`config.mk`:
```
export PLATFORM = sky130hd
export DESIGN_NAME = rerm_regs
export DESIGN_NICKNAME = d
export VERILOG_FILES = /design/src/rerm_pkg.sv /design/src/rerm_regs.sv
export VERILOG_INCLUDE_DIRS = /design/src
export SDC_FILE = /design/constraint.sdc
export NUM_CORES = 1
export LEC_CHECK = 0
export ABC_AREA = 0
export BUFFER_PORTS_ARGS = -buffer_cell sky130_fd_sc_hd__buf_2
export CORE_AREA = 2 2 66 68
export CTS_CLUSTER_DIAMETER = 200
export CTS_CLUSTER_SIZE = 16
export DETAILED_ROUTE_END_ITERATION = 16
export DIE_AREA = 0 0 68 70
export GPL_ROUTABILITY_DRIVEN = 0
export HOLD_SLACK_MARGIN = 0.08
export PLACE_DENSITY = 0.81
export SYNTH_ARGS = -nofsm -noshare
export SYNTH_HDL_FRONTEND = slang
export SYNTH_SLANG_ARGS = --single-unit
```
`constraint.sdc`:
```
create_clock -name clock -period 4.1 [get_ports clock]
set_input_delay 0.82 -clock clock [delete_from_list [all_inputs] [get_ports clock]]
set_output_delay 0.82 -clock clock [all_outputs]
set_load 0.1 [all_outputs]
```
`src/rerm_defs.svh`:
```
// register offsets, field positions and reset values of the rail control bank
`ifndef RERM_DEFS_SVH
`define RERM_DEFS_SVH

// ============================================================
// register offsets (byte addresses on the register port)
`define RERM_ADDR_W            8
`define RERM_OFS_LDO3_CODES    8'h9b
`define RERM_OFS_BUCK_CTRL     8'h9c
`define RERM_OFS_FORCE_EN      8'h9e

// ============================================================
// ldo3_voltage_codes fields
`define RERM_LDO_CODE_W        4
`define RERM_LDO_SLEEP_MSB     7
`define RERM_LDO_SLEEP_LSB     4
`define RERM_LDO_NORMAL_MSB    3
`define RERM_LDO_NORMAL_LSB    0

// ============================================================
// buck_mode_disable_ctrl fields
`define RERM_CTRL_RW_MASK      8'h3f
`define RERM_CTRL_MODE_C       5
`define RERM_CTRL_MODE_B       4
`define RERM_CTRL_MODE_A       3
`define RERM_CTRL_OFF_N_C      2
`define RERM_CTRL_OFF_N_B      1
`define RERM_CTRL_OFF_N_A      0
`define RERM_CTRL_MODE_LSB     3
`define RERM_CTRL_OFF_N_LSB    0

// ============================================================
// rail_force_enable fields and reset value
`define RERM_FEN_RESET         8'h00
`define RERM_FEN_LDO_B         7
`define RERM_FEN_SWITCH_A      6
`define RERM_FEN_BUCK_MSB      5
`define RERM_FEN_BUCK_LSB      0

// ============================================================
// answer to a read of an unmapped offset, and the counts of buck rails and guarded rails
`define RERM_UNMAPPED_DATA     8'h00
`define RERM_NUM_BUCK          6
`define RERM_NUM_GUARDED       3

`endif

```
`src/rerm_pkg.sv`:
```
// types shared by the rail enable and mode register bank
`default_nettype none
package rerm_pkg;

    // ============================================================
    // switching mode of a buck rail, as held in the control register
    typedef enum logic
    {
        RERM_MODE_AUTO = 1'b0,
        RERM_MODE_PWM  = 1'b1
    } rerm_mode_t;

    // ============================================================
    // which ldo voltage code is being applied
    typedef enum logic
    {
        RERM_VSEL_NORMAL = 1'b0,
        RERM_VSEL_SLEEP  = 1'b1
    } rerm_vsel_t;

endpackage : rerm_pkg
`default_nettype wire

```
`src/rerm_regs.sv`:
```
// rail enable and mode control register bank with enable combination
`timescale 1ns/1ps
`default_nettype none
`include "rerm_defs.svh"

module rerm_regs
(
    // clock and reset
    input  wire logic                          clock,
    input  wire logic                          sys_rst,

    // one-time-programmed reset values, sampled while reset is high
    input  wire logic [7:0]                    otp_ldo_c_codes,
    input  wire logic [5:0]                    otp_buck_ctrl,

    // byte register port from the serial interface front end
    input  wire logic                          reg_wr_en,
    input  wire logic                          reg_rd_en,
    input  wire logic [`RERM_ADDR_W-1:0]       reg_addr,
    input  wire logic [7:0]                    reg_wdata,
    output logic      [7:0]                    reg_rdata,
    output logic                               reg_rd_valid,
    output logic                               reg_wr_ack,

    // pins and sequencer requests
    input  wire logic                          standby_sleep_pin_n,
    input  wire logic                          ldo_switch_enable_pin,
    input  wire logic                          switch_a_enable_pin,
    input  wire logic [`RERM_NUM_BUCK-1:0]     seq_rail_req,

    // regulator controls
    output logic      [`RERM_NUM_BUCK-1:0]     rail_enable,
    output logic      [2:0]                    rail_mode_pwm,
    output logic                               ldo_b_enable,
    output logic                               switch_a_enable,
    output logic      [`RERM_LDO_CODE_W-1:0]   ldo_c_vsel_code,
    output logic                               ldo_c_in_sleep
);

    // ============================================================
    // register storage and decode
    logic [`RERM_LDO_CODE_W-1:0]   ldo_c_sleep_code_r;
    logic [`RERM_LDO_CODE_W-1:0]   ldo_c_normal_code_r;
    logic [5:0]                    buck_ctrl_r;
    logic [7:0]                    force_en_r;
    logic [7:0]                    rdata_nxt;
    logic                          hit_ldo;
    logic                          hit_ctrl;
    logic                          hit_fen;

    // register fields as named signals
    logic [2:0]                    rail_force_off_n;
    logic [2:0]                    rail_mode_bits;
    logic [`RERM_NUM_BUCK-1:0]     rail_force_on;
    logic                          ldo_b_force_on;
    logic                          switch_a_force_on;

    // combined enables before the output flops
    logic [`RERM_NUM_BUCK-1:0]     rail_enable_nxt;
    logic                          ldo_b_enable_nxt;
    logic                          switch_a_enable_nxt;
    rerm_pkg::rerm_vsel_t          vsel_nxt;

    // address decode, shared by read and write
    assign hit_ldo  = (reg_addr == `RERM_OFS_LDO3_CODES);
    assign hit_ctrl = (reg_addr == `RERM_OFS_BUCK_CTRL);
    assign hit_fen  = (reg_addr == `RERM_OFS_FORCE_EN);

    // field aliases
    assign rail_force_off_n  = buck_ctrl_r[`RERM_CTRL_OFF_N_C:
                                           `RERM_CTRL_OFF_N_LSB];
    assign rail_mode_bits    = buck_ctrl_r[`RERM_CTRL_MODE_C:
                                           `RERM_CTRL_MODE_LSB];
    assign rail_force_on     = force_en_r[`RERM_FEN_BUCK_MSB:
                                          `RERM_FEN_BUCK_LSB];
    assign ldo_b_force_on    = force_en_r[`RERM_FEN_LDO_B];
    assign switch_a_force_on = force_en_r[`RERM_FEN_SWITCH_A];

    // ============================================================
    // ldo c voltage codes
    // reset loads the otp image; the reset is synchronous so taking a
    // port value here is safe, unlike an asynchronous clear
    always_ff @(posedge clock)
    begin
        if (sys_rst)
        begin
            ldo_c_sleep_code_r  <= otp_ldo_c_codes[`RERM_LDO_SLEEP_MSB:
                                                   `RERM_LDO_SLEEP_LSB];
            ldo_c_normal_code_r <= otp_ldo_c_codes[`RERM_LDO_NORMAL_MSB:
                                                   `RERM_LDO_NORMAL_LSB];
        end
        else if (reg_wr_en && hit_ldo)
        begin
            ldo_c_sleep_code_r  <= reg_wdata[`RERM_LDO_SLEEP_MSB:
                                             `RERM_LDO_SLEEP_LSB];
            ldo_c_normal_code_r <= reg_wdata[`RERM_LDO_NORMAL_MSB:
                                             `RERM_LDO_NORMAL_LSB];
        end
    end

    // ============================================================
    // buck mode and force-off control
    // only the six writable bits are stored, so bits 7:6 cannot stick
    always_ff @(posedge clock)
    begin
        if (sys_rst)
        begin
            buck_ctrl_r <= otp_buck_ctrl;
        end
        else if (reg_wr_en && hit_ctrl)
        begin
            buck_ctrl_r <= reg_wdata[5:0];
        end
    end

    // ============================================================
    // force enable register
    always_ff @(posedge clock)
    begin
        if (sys_rst)
        begin
            force_en_r <= `RERM_FEN_RESET;
        end
        else if (reg_wr_en && hit_fen)
        begin
            force_en_r <= reg_wdata;
        end
    end

    // ============================================================
    // read data mux; unmapped offsets answer with zero
    always_comb
    begin
        rdata_nxt = `RERM_UNMAPPED_DATA;
        case (1'b1)
            hit_ldo:
            begin
                rdata_nxt = {ldo_c_sleep_code_r, ldo_c_normal_code_r};
            end
            hit_ctrl:
            begin
                rdata_nxt = {2'h0, buck_ctrl_r};
            end
            hit_fen:
            begin
                rdata_nxt = force_en_r;
            end
            default:
            begin
                rdata_nxt = `RERM_UNMAPPED_DATA;
            end
        endcase
    end

    // read answer one cycle after the strobe; data holds until next read
    always_ff @(posedge clock)
    begin
        if (sys_rst)
        begin
            reg_rdata    <= 8'h00;
            reg_rd_valid <= 1'b0;
        end
        else
        begin
            reg_rd_valid <= reg_rd_en;
            if (reg_rd_en)
            begin
                reg_rdata <= rdata_nxt;
            end
        end
    end

    // write acknowledge, also given for unmapped offsets
    always_ff @(posedge clock)
    begin
        if (sys_rst)
        begin
            reg_wr_ack <= 1'b0;
        end
        else
        begin
            reg_wr_ack <= reg_wr_en;
        end
    end

    // ============================================================
    // buck rail enable combination
    // rails a..c have an active-low off bit that wins over everything;
    // rails d..f have no off bit in this bank
    genvar gi;
    generate
        for (gi = 0; gi < `RERM_NUM_BUCK; gi++)
        begin : g_rail
            if (gi < `RERM_NUM_GUARDED)
            begin : g_guarded
                assign rail_enable_nxt[gi] = rail_force_off_n[gi] &
                    (rail_force_on[gi] | seq_rail_req[gi]);
            end
            else
            begin : g_free
                assign rail_enable_nxt[gi] = rail_force_on[gi] |
                    seq_rail_req[gi];
            end
        end
    endgenerate

    // ldo b and switch a follow their pins unless forced on
    assign ldo_b_enable_nxt    = ldo_b_force_on |
                                 ldo_switch_enable_pin;
    assign switch_a_enable_nxt = switch_a_force_on | ldo_switch_enable_pin |
                                 switch_a_enable_pin;

    // low standby pin selects the sleep code
    assign vsel_nxt = standby_sleep_pin_n ? rerm_pkg::RERM_VSEL_NORMAL :
                                            rerm_pkg::RERM_VSEL_SLEEP;

    // ============================================================
    // registered enables, recomputed every cycle; one cycle of latency
    // is traded for glitch-free outputs to the analog side
    always_ff @(posedge clock)
    begin
        if (sys_rst)
        begin
            rail_enable     <= '0;
            ldo_b_enable    <= 1'b0;
            switch_a_enable <= 1'b0;
        end
        else
        begin
            rail_enable     <= rail_enable_nxt;
            ldo_b_enable    <= ldo_b_enable_nxt;
            switch_a_enable <= switch_a_enable_nxt;
        end
    end

    // ============================================================
    // mode select outputs, one bit per guarded rail
    always_ff @(posedge clock)
    begin
        if (sys_rst)
        begin
            rail_mode_pwm <= 3'h0;
        end
        else
        begin
            rail_mode_pwm <= rail_mode_bits;
        end
    end

    // ============================================================
    // ldo c voltage code selection
    // sleep and normal codes are kept apart so software can prepare the
    // sleep level ahead; equal codes disable the feature in effect
    always_ff @(posedge clock)
    begin
        if (sys_rst)
        begin
            ldo_c_vsel_code <= 4'h0;
            ldo_c_in_sleep  <= 1'b0;
        end
        else
        begin
            case (vsel_nxt)
                rerm_pkg::RERM_VSEL_SLEEP:
                begin
                    ldo_c_vsel_code <= ldo_c_sleep_code_r;
                    ldo_c_in_sleep  <= 1'b1;
                end
                rerm_pkg::RERM_VSEL_NORMAL:
                begin
                    ldo_c_vsel_code <= ldo_c_normal_code_r;
                    ldo_c_in_sleep  <= 1'b0;
                end
                default:
                begin
                    ldo_c_vsel_code <= ldo_c_normal_code_r;
                    ldo_c_in_sleep  <= 1'b0;
                end
            endcase
        end
    end

endmodule : rerm_regs
`default_nettype wire

```
==> results of run 1 <==
==> stage by stage <==
stage                     area, um^2  setup slack (ns)  hold WS (ns)  instances
after floorplan                 2070              1.99         0.453        195
after global placement          2410              1.88         0.478        301
after detailed placement        2410              1.83         0.475        301
after CTS                       2510              2.15         0.492        309
after global routing            2510              2.07         0.527        309
final                           2510              2.15         0.496        309
==> path summary, 6_finish.rpt <==
kind | start | to | slack (ns) | depth (start not counted)
max | reg_addr[2] | force_en_r[4]$_SDFFE_PP0P_ | 2.15 | 4
max reg2reg | force_en_r[5]$_SDFFE_PP0P_ | reg_rdata[5]$_SDFFE_PP0P_ | 3.00 | 3
min reg2reg | reg_rdata[7]$_SDFFE_PP0P_ | reg_rdata[7]$_SDFFE_PP0P_ | 0.50 | 2
min | reg_rdata[7]$_SDFFE_PP0P_ | reg_rdata[7]$_SDFFE_PP0P_ | 0.50 | 2
==> flip-flops by register name, summed over array words and instances (netlist names) <==
signal / count
buck_ctrl_r: 6
ldo_c_sleep_code_r: 4
ldo_c_vsel_code: 4
force_en_r: 8
ldo_b_enable: 1
switch_a_enable: 1
reg_rd_valid: 1
reg_wr_ack: 1
ldo_c_normal_code_r: 4
rail_mode_pwm: 3
ldo_c_in_sleep: 1
rail_enable: 6
reg_rdata: 8
==> tightest hold or removal path, stage by stage (launching register included) <==
cell      delay [ns]
dfxtp_1         0.32
nand2b_1        0.07
o32ai_1         0.07
==> cell families after synthesis <==
| kind of cell | Yosys count | share of synthesized area |
|---|---|---|
| multiplexers | 12 | 0.0581 |
| AND/OR/NAND/NOR | 101 | 0.281 |
| buffers and inverters | 16 | 0.0357 |
| flip-flops | 48 | 0.533 |
| AO/OA/AOI/OAI | 18 | 0.0920 |
==> layer usage <==
metal | global-route usage | vias up | wire, um
li1 | - | 798 | -
met3 | 0.0499 | 6 | 225
met2 | 0.276 | 43 | 2020
met5 | 0 | - | 0
met4 | 0.0733 | 0 | 75
met1 | 0.242 | 690 | 1850
==> layout by cell type, fill, tap and decap left out, drive strengths merged <==
cell	netlist	final
a211oi	6	6
nor3	1	1
nor2b	7	7
clkbuf	8	6
o32ai	2	2
a22oi	2	2
nand3b	3	3
edfxtp	14	14
buf	6	68
nand2	28	28
a21o	2	2
dfxtp	34	34
or3b	6	6
nor3b	5	5
and4b	6	6
and3b	1	1
clkinv	1	2
inv	1	1
o41ai	6	6
or4b	2	2
mux2i	12	12
nand2b	19	19
bufinv	0	1
nor2	23	23
==> final cells by class <==
| type | instances | share of cell area |
|---|---|---|
| flip-flops and latches | 48 | 0.438 |
| multi-input cells | 131 | 0.355 |
| repair buffers | 68 | 0.135 |
| clock buffers | 6 | 0.0289 |
| well taps | 52 | 0.0259 |
| clock inverters | 2 | 0.0139 |
| inverters | 2 | 0.00299 |
==> power by group through the flow <==
stage	logic [W]	registers, W	clock network (W)
floorplan	0.0000498	0.000617	0
global route	0.000184	0.000528	0.000357
global placement	0.000173	0.000536	0
CTS	0.000175	0.000525	0.000341
detailed placement	0.000175	0.000536	0
finish	0.000173	0.000525	0.000333
==> run metrics, run 1 <==
setup violators final 0; Detailed Routing Iterations Pass 1 4; first-pass GRT wire length about 6400 um; DR iter-0 viols 66; Cell Int Power 0.000739 W; Netlist cell types 29; Die Area about 4800 um^2; WP data arrival ~2.1 ns; total vias in the final route 1537; syn avg cell area 10.6 um^2; clock skew 0.00559 ns; fin nets 299; CTS H-tree depth 2; CP Launch Type input port; count of final hold-check violations 0; Crit Path Class input port to register; Final HPWL DP approximately 3100 um; crit share post-route 0.476; IO Count just under 70; initial antenna violation count 0; post-synthesis sequential area ratio 0.533; Avg Vias per Cell 4.97; PostCTS Resize Cnt 0; CP required 4.27 ns; utilization after layout 0.607; Max Slew Vio Count 0; # port buffers 68; total negative setup slack 0 ns; GRT Total Usage 0.182; crit path max fanout 11; hold_buf cts 0; gr ovfl total 0; CTS tree yes; vias in the first global route 1405; CP bufs+invs 1; Slew @ Worst Pin slightly below 1 ns; pwr dens 410 nW/um^2; EDFF count, synth 14; clock sink total 48; P_sw 0.000292 W; Area Growth Syn to Fin 21.6%; power share of the clock group 0.323; Core Box Area approximately 4100 um^2; Sw Share 0.283; synth warn 0; largest net degree at the start of global routing 66; Cell Area, Synth 2070 um^2; FF+latch area 1100 um^2; crit-path leading delay family simple AND/OR/NAND/NOR gates; Synth top cells by count dfxtp_1, nand2_1, nor2_1; Starting Density 0.499; Slowest cell on crit path or4b_1; most frequent cell after synthesis dfxtp_1; post-synth top area share 0.329; drt wl/cell about 13 um; Synth area leaders dfxtp_1, edfxtp_1, mux2i_1, nand2b_1, nand2_1; crit path cell chain buf_2 -> nor2b_1 -> or4b_1 -> mux2i_1; f_max 0.512 GHz; clock insertion delay at the later pin of the skew report ~0.3 ns; Post-synth ARST share 0; Net Count, Synth 238; hold crit path type register to register; Fillers about 370; Worst path max stage delay 0.71 ns; Leak about 1.2 nW; Synth Flop Type dfxtp_1; share of layout cells above drive strength 1 0.350; RSZ-0062 raised after global routing false; Post-Syn Instances 195; # diodes 0; max cap viols 0; multi-input logic area between 800 and 900 um^2; Num CTS Buffers 5; final wirelength 4170 um; clock tree buffer depth 2; crit path time final approximately 2.0 ns; combinational share of power 0.168; Setup Buffers After CTS 0; Routed Antenna Nets 0; worst vdd ir about 0.00023 V; Reg power frac 0.509; total power draw slightly above 0.001 W; slew margin rel. 0.344; #FFs+latches synth 48; # rows 24; Die H 70 um; clk slew on worst S/H paths 0.08 ns; CTS Root Cell clkbuf_8; crit end category register; status finished, final reports clean; Die W around 68 um; cell taking the most area after synthesis dfxtp_1; Residual DRC 0
Note: power is estimated with default switching activity, not from simulation.
==> inputs of run 2 (changes only) <==
--- a/config.mk
+++ b/config.mk
@@ -6,16 +6,16 @@
 export SDC_FILE = /design/constraint.sdc
 export NUM_CORES = 1
 export LEC_CHECK = 0
-export ABC_AREA = 0
+export ABC_AREA = 1
 export BUFFER_PORTS_ARGS = -buffer_cell sky130_fd_sc_hd__buf_2
-export CORE_AREA = 2 2 66 68
+export CORE_AREA = 2 2 68 70
 export CTS_CLUSTER_DIAMETER = 200
 export CTS_CLUSTER_SIZE = 16
 export DETAILED_ROUTE_END_ITERATION = 16
-export DIE_AREA = 0 0 68 70
+export DIE_AREA = 0 0 70 72
 export GPL_ROUTABILITY_DRIVEN = 0
 export HOLD_SLACK_MARGIN = 0.08
-export PLACE_DENSITY = 0.81
+export PLACE_DENSITY = 0.76
 export SYNTH_ARGS = -nofsm -noshare
 export SYNTH_HDL_FRONTEND = slang
 export SYNTH_SLANG_ARGS = --single-unit
==> constraint.sdc (replaced) <==
create_clock -name clock -period 1.9 [get_ports clock]
set_input_delay 0.38 -clock clock [delete_from_list [all_inputs] [get_ports clock]]
set_output_delay 0.38 -clock clock [all_outputs]
set_load 0.1 [all_outputs]
==> run 2 against run 1 <==
Compared with the run above: synthesized area decreased by 1.0%; largest power group unchanged; critical path depth decreased by 3; combinational power increased by 130%; critical path type is now register to output pin; highest routed layer unchanged; die area increased by 5.9%; register-to-register slack got worse by 2.0 ns.
==> run metrics, run 2 <==
Post-Syn Instances 242 (+24%); clock sink total 48 (unchanged); most common cell after layout, fill and taps aside buf_2; Synth Area in Adders 0 (unchanged); Area Growth Syn to Fin 22.8%; synth warn 0 (unchanged); post-synth top area share 0.333 (+0.00342); main combinational cell family by area after synthesis simple AND/OR/NAND/NOR gates; gr ovfl total 0 (unchanged); Setup Buffers After CTS 0 (unchanged); Final HPWL DP 3410 um (+8.5%); clock tree buffer depth 2 (unchanged); Worst Hold End rail_enable[5]$_SDFF_PP0_; Die H 72 um (+2.9%); dpl cell area 2400 um^2 (about the same); CP bufs+invs 1 (unchanged); Reg power frac 0.515 (+0.006); setup violators final 0 (unchanged); power share of the clock group 0.304 (-0.019); cell taking the most area after synthesis dfxtp_1; GRT Total Usage 0.185 (+0.00370); DR iter-0 viols 97 (+47%); post-synthesis sequential area ratio 0.538 (+0.00554); fin nets 352 (+18%); hold_sp seq_rail_req[5]; IO Count 69 (unchanged); CTS H-tree depth 2 (unchanged); Die Area 5040 um^2 (+5.9%); share of layout cells above drive strength 1 0.306 (-0.0437); M1 GR Usage 0.222 (-0.0197); Avg Vias per Cell 4.88 (-1.9%); Synth Flop Type dfxtp_1; Starting Density 0.480 (-0.0190); xor and xnor fraction of the mapped netlist area 0 (unchanged); # diodes 0 (unchanged); Max Slew Vio Count 0 (unchanged); Detailed Routing Iterations Pass 1 5 (+1); crit share post-route 0.767; count of final hold-check violations 0 (unchanged); r2r startpoint ldo_c_sleep_code_r[0]$_DFFE_PP_; max cap viols 0 (unchanged); crit end category output pin; CTS tree yes; Slowest cell on crit path buf_2; most frequent cell after synthesis nand2_1; CP Launch Type register; PostCTS Resize Cnt 0 (unchanged); Worst path max stage delay 0.43 ns (-0.28 ns); hold_buf cts 0 (unchanged); Leak 1.24 nW (+1.1%); status finished, final reports clean; largest net degree at the start of global routing 35 (-47%); syn avg cell area 8.45 um^2 (-20%); met3 usage 0.0569 (+0.00702); Core Box Area 4260 um^2 (+2.9%); initial antenna violation count 0 (unchanged); Cell Int Power 0.00154 W (+110%); Post-synth ARST share 0 (unchanged); clock insertion delay at the later pin of the skew report 0.30 ns (about the same); Net Count, Synth 285 (+20%); gr busiest metal met2; hold crit path type input port to register; crit-path leading delay family buffers and inverters; CTS Root Cell clkbuf_8; Die W 70 um (+2.9%); post-route cell area 2510 um^2 (about the same); vias in the first global route 1702 (+21%); Num CTS Buffers 5 (unchanged); CP required 1.52 ns (-2.75 ns); hold path depth 3 (+1); total negative setup slack 0 ns (unchanged); worst vdd ir 0.000516 V (+120%); slew margin rel. 0.674 (+0.330); f_max 0.687 GHz; combinational share of power 0.181 (+0.013); clk slew on worst S/H paths 0.09 ns (about the same); final wirelength 4480 um (+7.4%); reg2reg path depth 5 (+2); first-pass GRT wire length 7410 um (+16%); crit path time final 1.46 ns; pwr dens 877 nW/um^2 (+110%); RSZ-0062 raised after global routing false; Netlist cell types 23 (-21%); FF-to-FF End reg_rdata[4]$_SDFFE_PP0P_; post-synthesis mux area share 0 (-0.0581); crit path max fanout 2 (-9); Slew @ Worst Pin 0.493 ns (-0.492 ns); WP data arrival 1.08 ns (-1.04 ns); Residual DRC 0 (unchanged); # port buffers 68 (unchanged); #FFs+latches synth 48 (unchanged); clock skew 0.00859 ns (+0.00300 ns); setup slack, reg-to-reg 0.96 ns (-2.04 ns); Routed Antenna Nets 0 (unchanged); Synth area leaders dfxtp_1, edfxtp_1, nand2_1, nand3_1, inv_1; total power draw 0.00220 W (+110%); EDFF count, synth 14 (unchanged); P_sw 0.000667 W (+130%); Crit Path Class register to output pin; Synth top cells by count nand2_1, dfxtp_1, inv_1; drt wl/cell 12.4 um (-8.3%); # rows 24 (unchanged); M2 GR Usage 0.322 (+0.0455); Sw Share 0.303 (+0.0196); post-synthesis compound-gate area fraction 0.108 (+0.0156); Simple-Gate Fraction of Synth Area 0.267 (-0.0142); total vias in the final route 1766 (+15%); commonest non-fill, non-tap cells in the layout buf_2, nand2_1, dfxtp_1; Cell Area, Synth 2050 um^2 (-1.0%); crit path cell chain buf_2; biggest regs force_en_r (8), reg_rdata (8)
-- run 2: changes by cell type after synthesis, moves of 11 or more --
cell      change
mux2i_1      -12
nand2_1      +31
nand2b_1     -19
o21ai_0      +11
inv_1        +27
nand3_1      +25
a21oi_1      +13
-- run 2: area by class of cell --
cell class,count,area [um^2]
Clock buffer,6,93.8
Clock inverter,2,12.5
Fill cell,409,1750
Inverter,29,109
Multi-Input combinational cell,154,767
Sequential cell,48,1100
Tap cell,52,65.1
Timing Repair Buffer,71,363
-- run 2: worst max-delay path by stage --
stage / startpoint / end / cells past startpoint
finish: reg_rdata[4]$_SDFFE_PP0P_ / reg_rdata[4] / 1
global route: reg_rdata[0]$_SDFFE_PP0P_ / reg_rdata[0] / 1
CTS: reg_rdata[4]$_SDFFE_PP0P_ / reg_rdata[4] / 1
detailed placement: reg_addr[3] / ldo_c_normal_code_r[1]$_DFFE_PP_ / 6
global placement: reg_addr[3] / ldo_c_sleep_code_r[3]$_DFFE_PP_ / 6
floorplan: reg_addr[3] / ldo_c_normal_code_r[0]$_DFFE_PP_ / 4
-- run 2: stage by stage --
stage | utilization | hold WS, ns | cells | worst slack (ns)
global placement | 0.564 | 0.457 | 354 | 0.320
CTS | 0.589 | 0.267 | 362 | 0.425
detailed placement | 0.564 | 0.462 | 354 | 0.290
global route | 0.589 | 0.287 | 362 | 0.410
floorplan | - | 0.433 | 242 | 0.0775
finish | 0.589 | 0.272 | 362 | 0.443
-- run 2: kinds of logic (layout without fill, tap and decap cells) --
kind of cell / after synthesis / after routing
flops: 48 / 48
compound gates: 39 / 39
buf+inv: 40 / 108
simple gates: 115 / 115
-- run 2: power groups by stage --
stage               logic, W  clock network, W  registers (W)
CTS                 0.000401          0.000683        0.00113
finish              0.000398          0.000670        0.00113
floorplan           0.000107                 0        0.00135
global route        0.000426          0.000716        0.00114
detailed placement  0.000400                 0        0.00116
global placement    0.000396                 0        0.00116
-- run 2: layer usage --
metal	routed length [um]	vias to the layer above
li1	-	915
met1	1950	788
met2	2200	57
met3	281	6
met4	52	0
met5	0	-
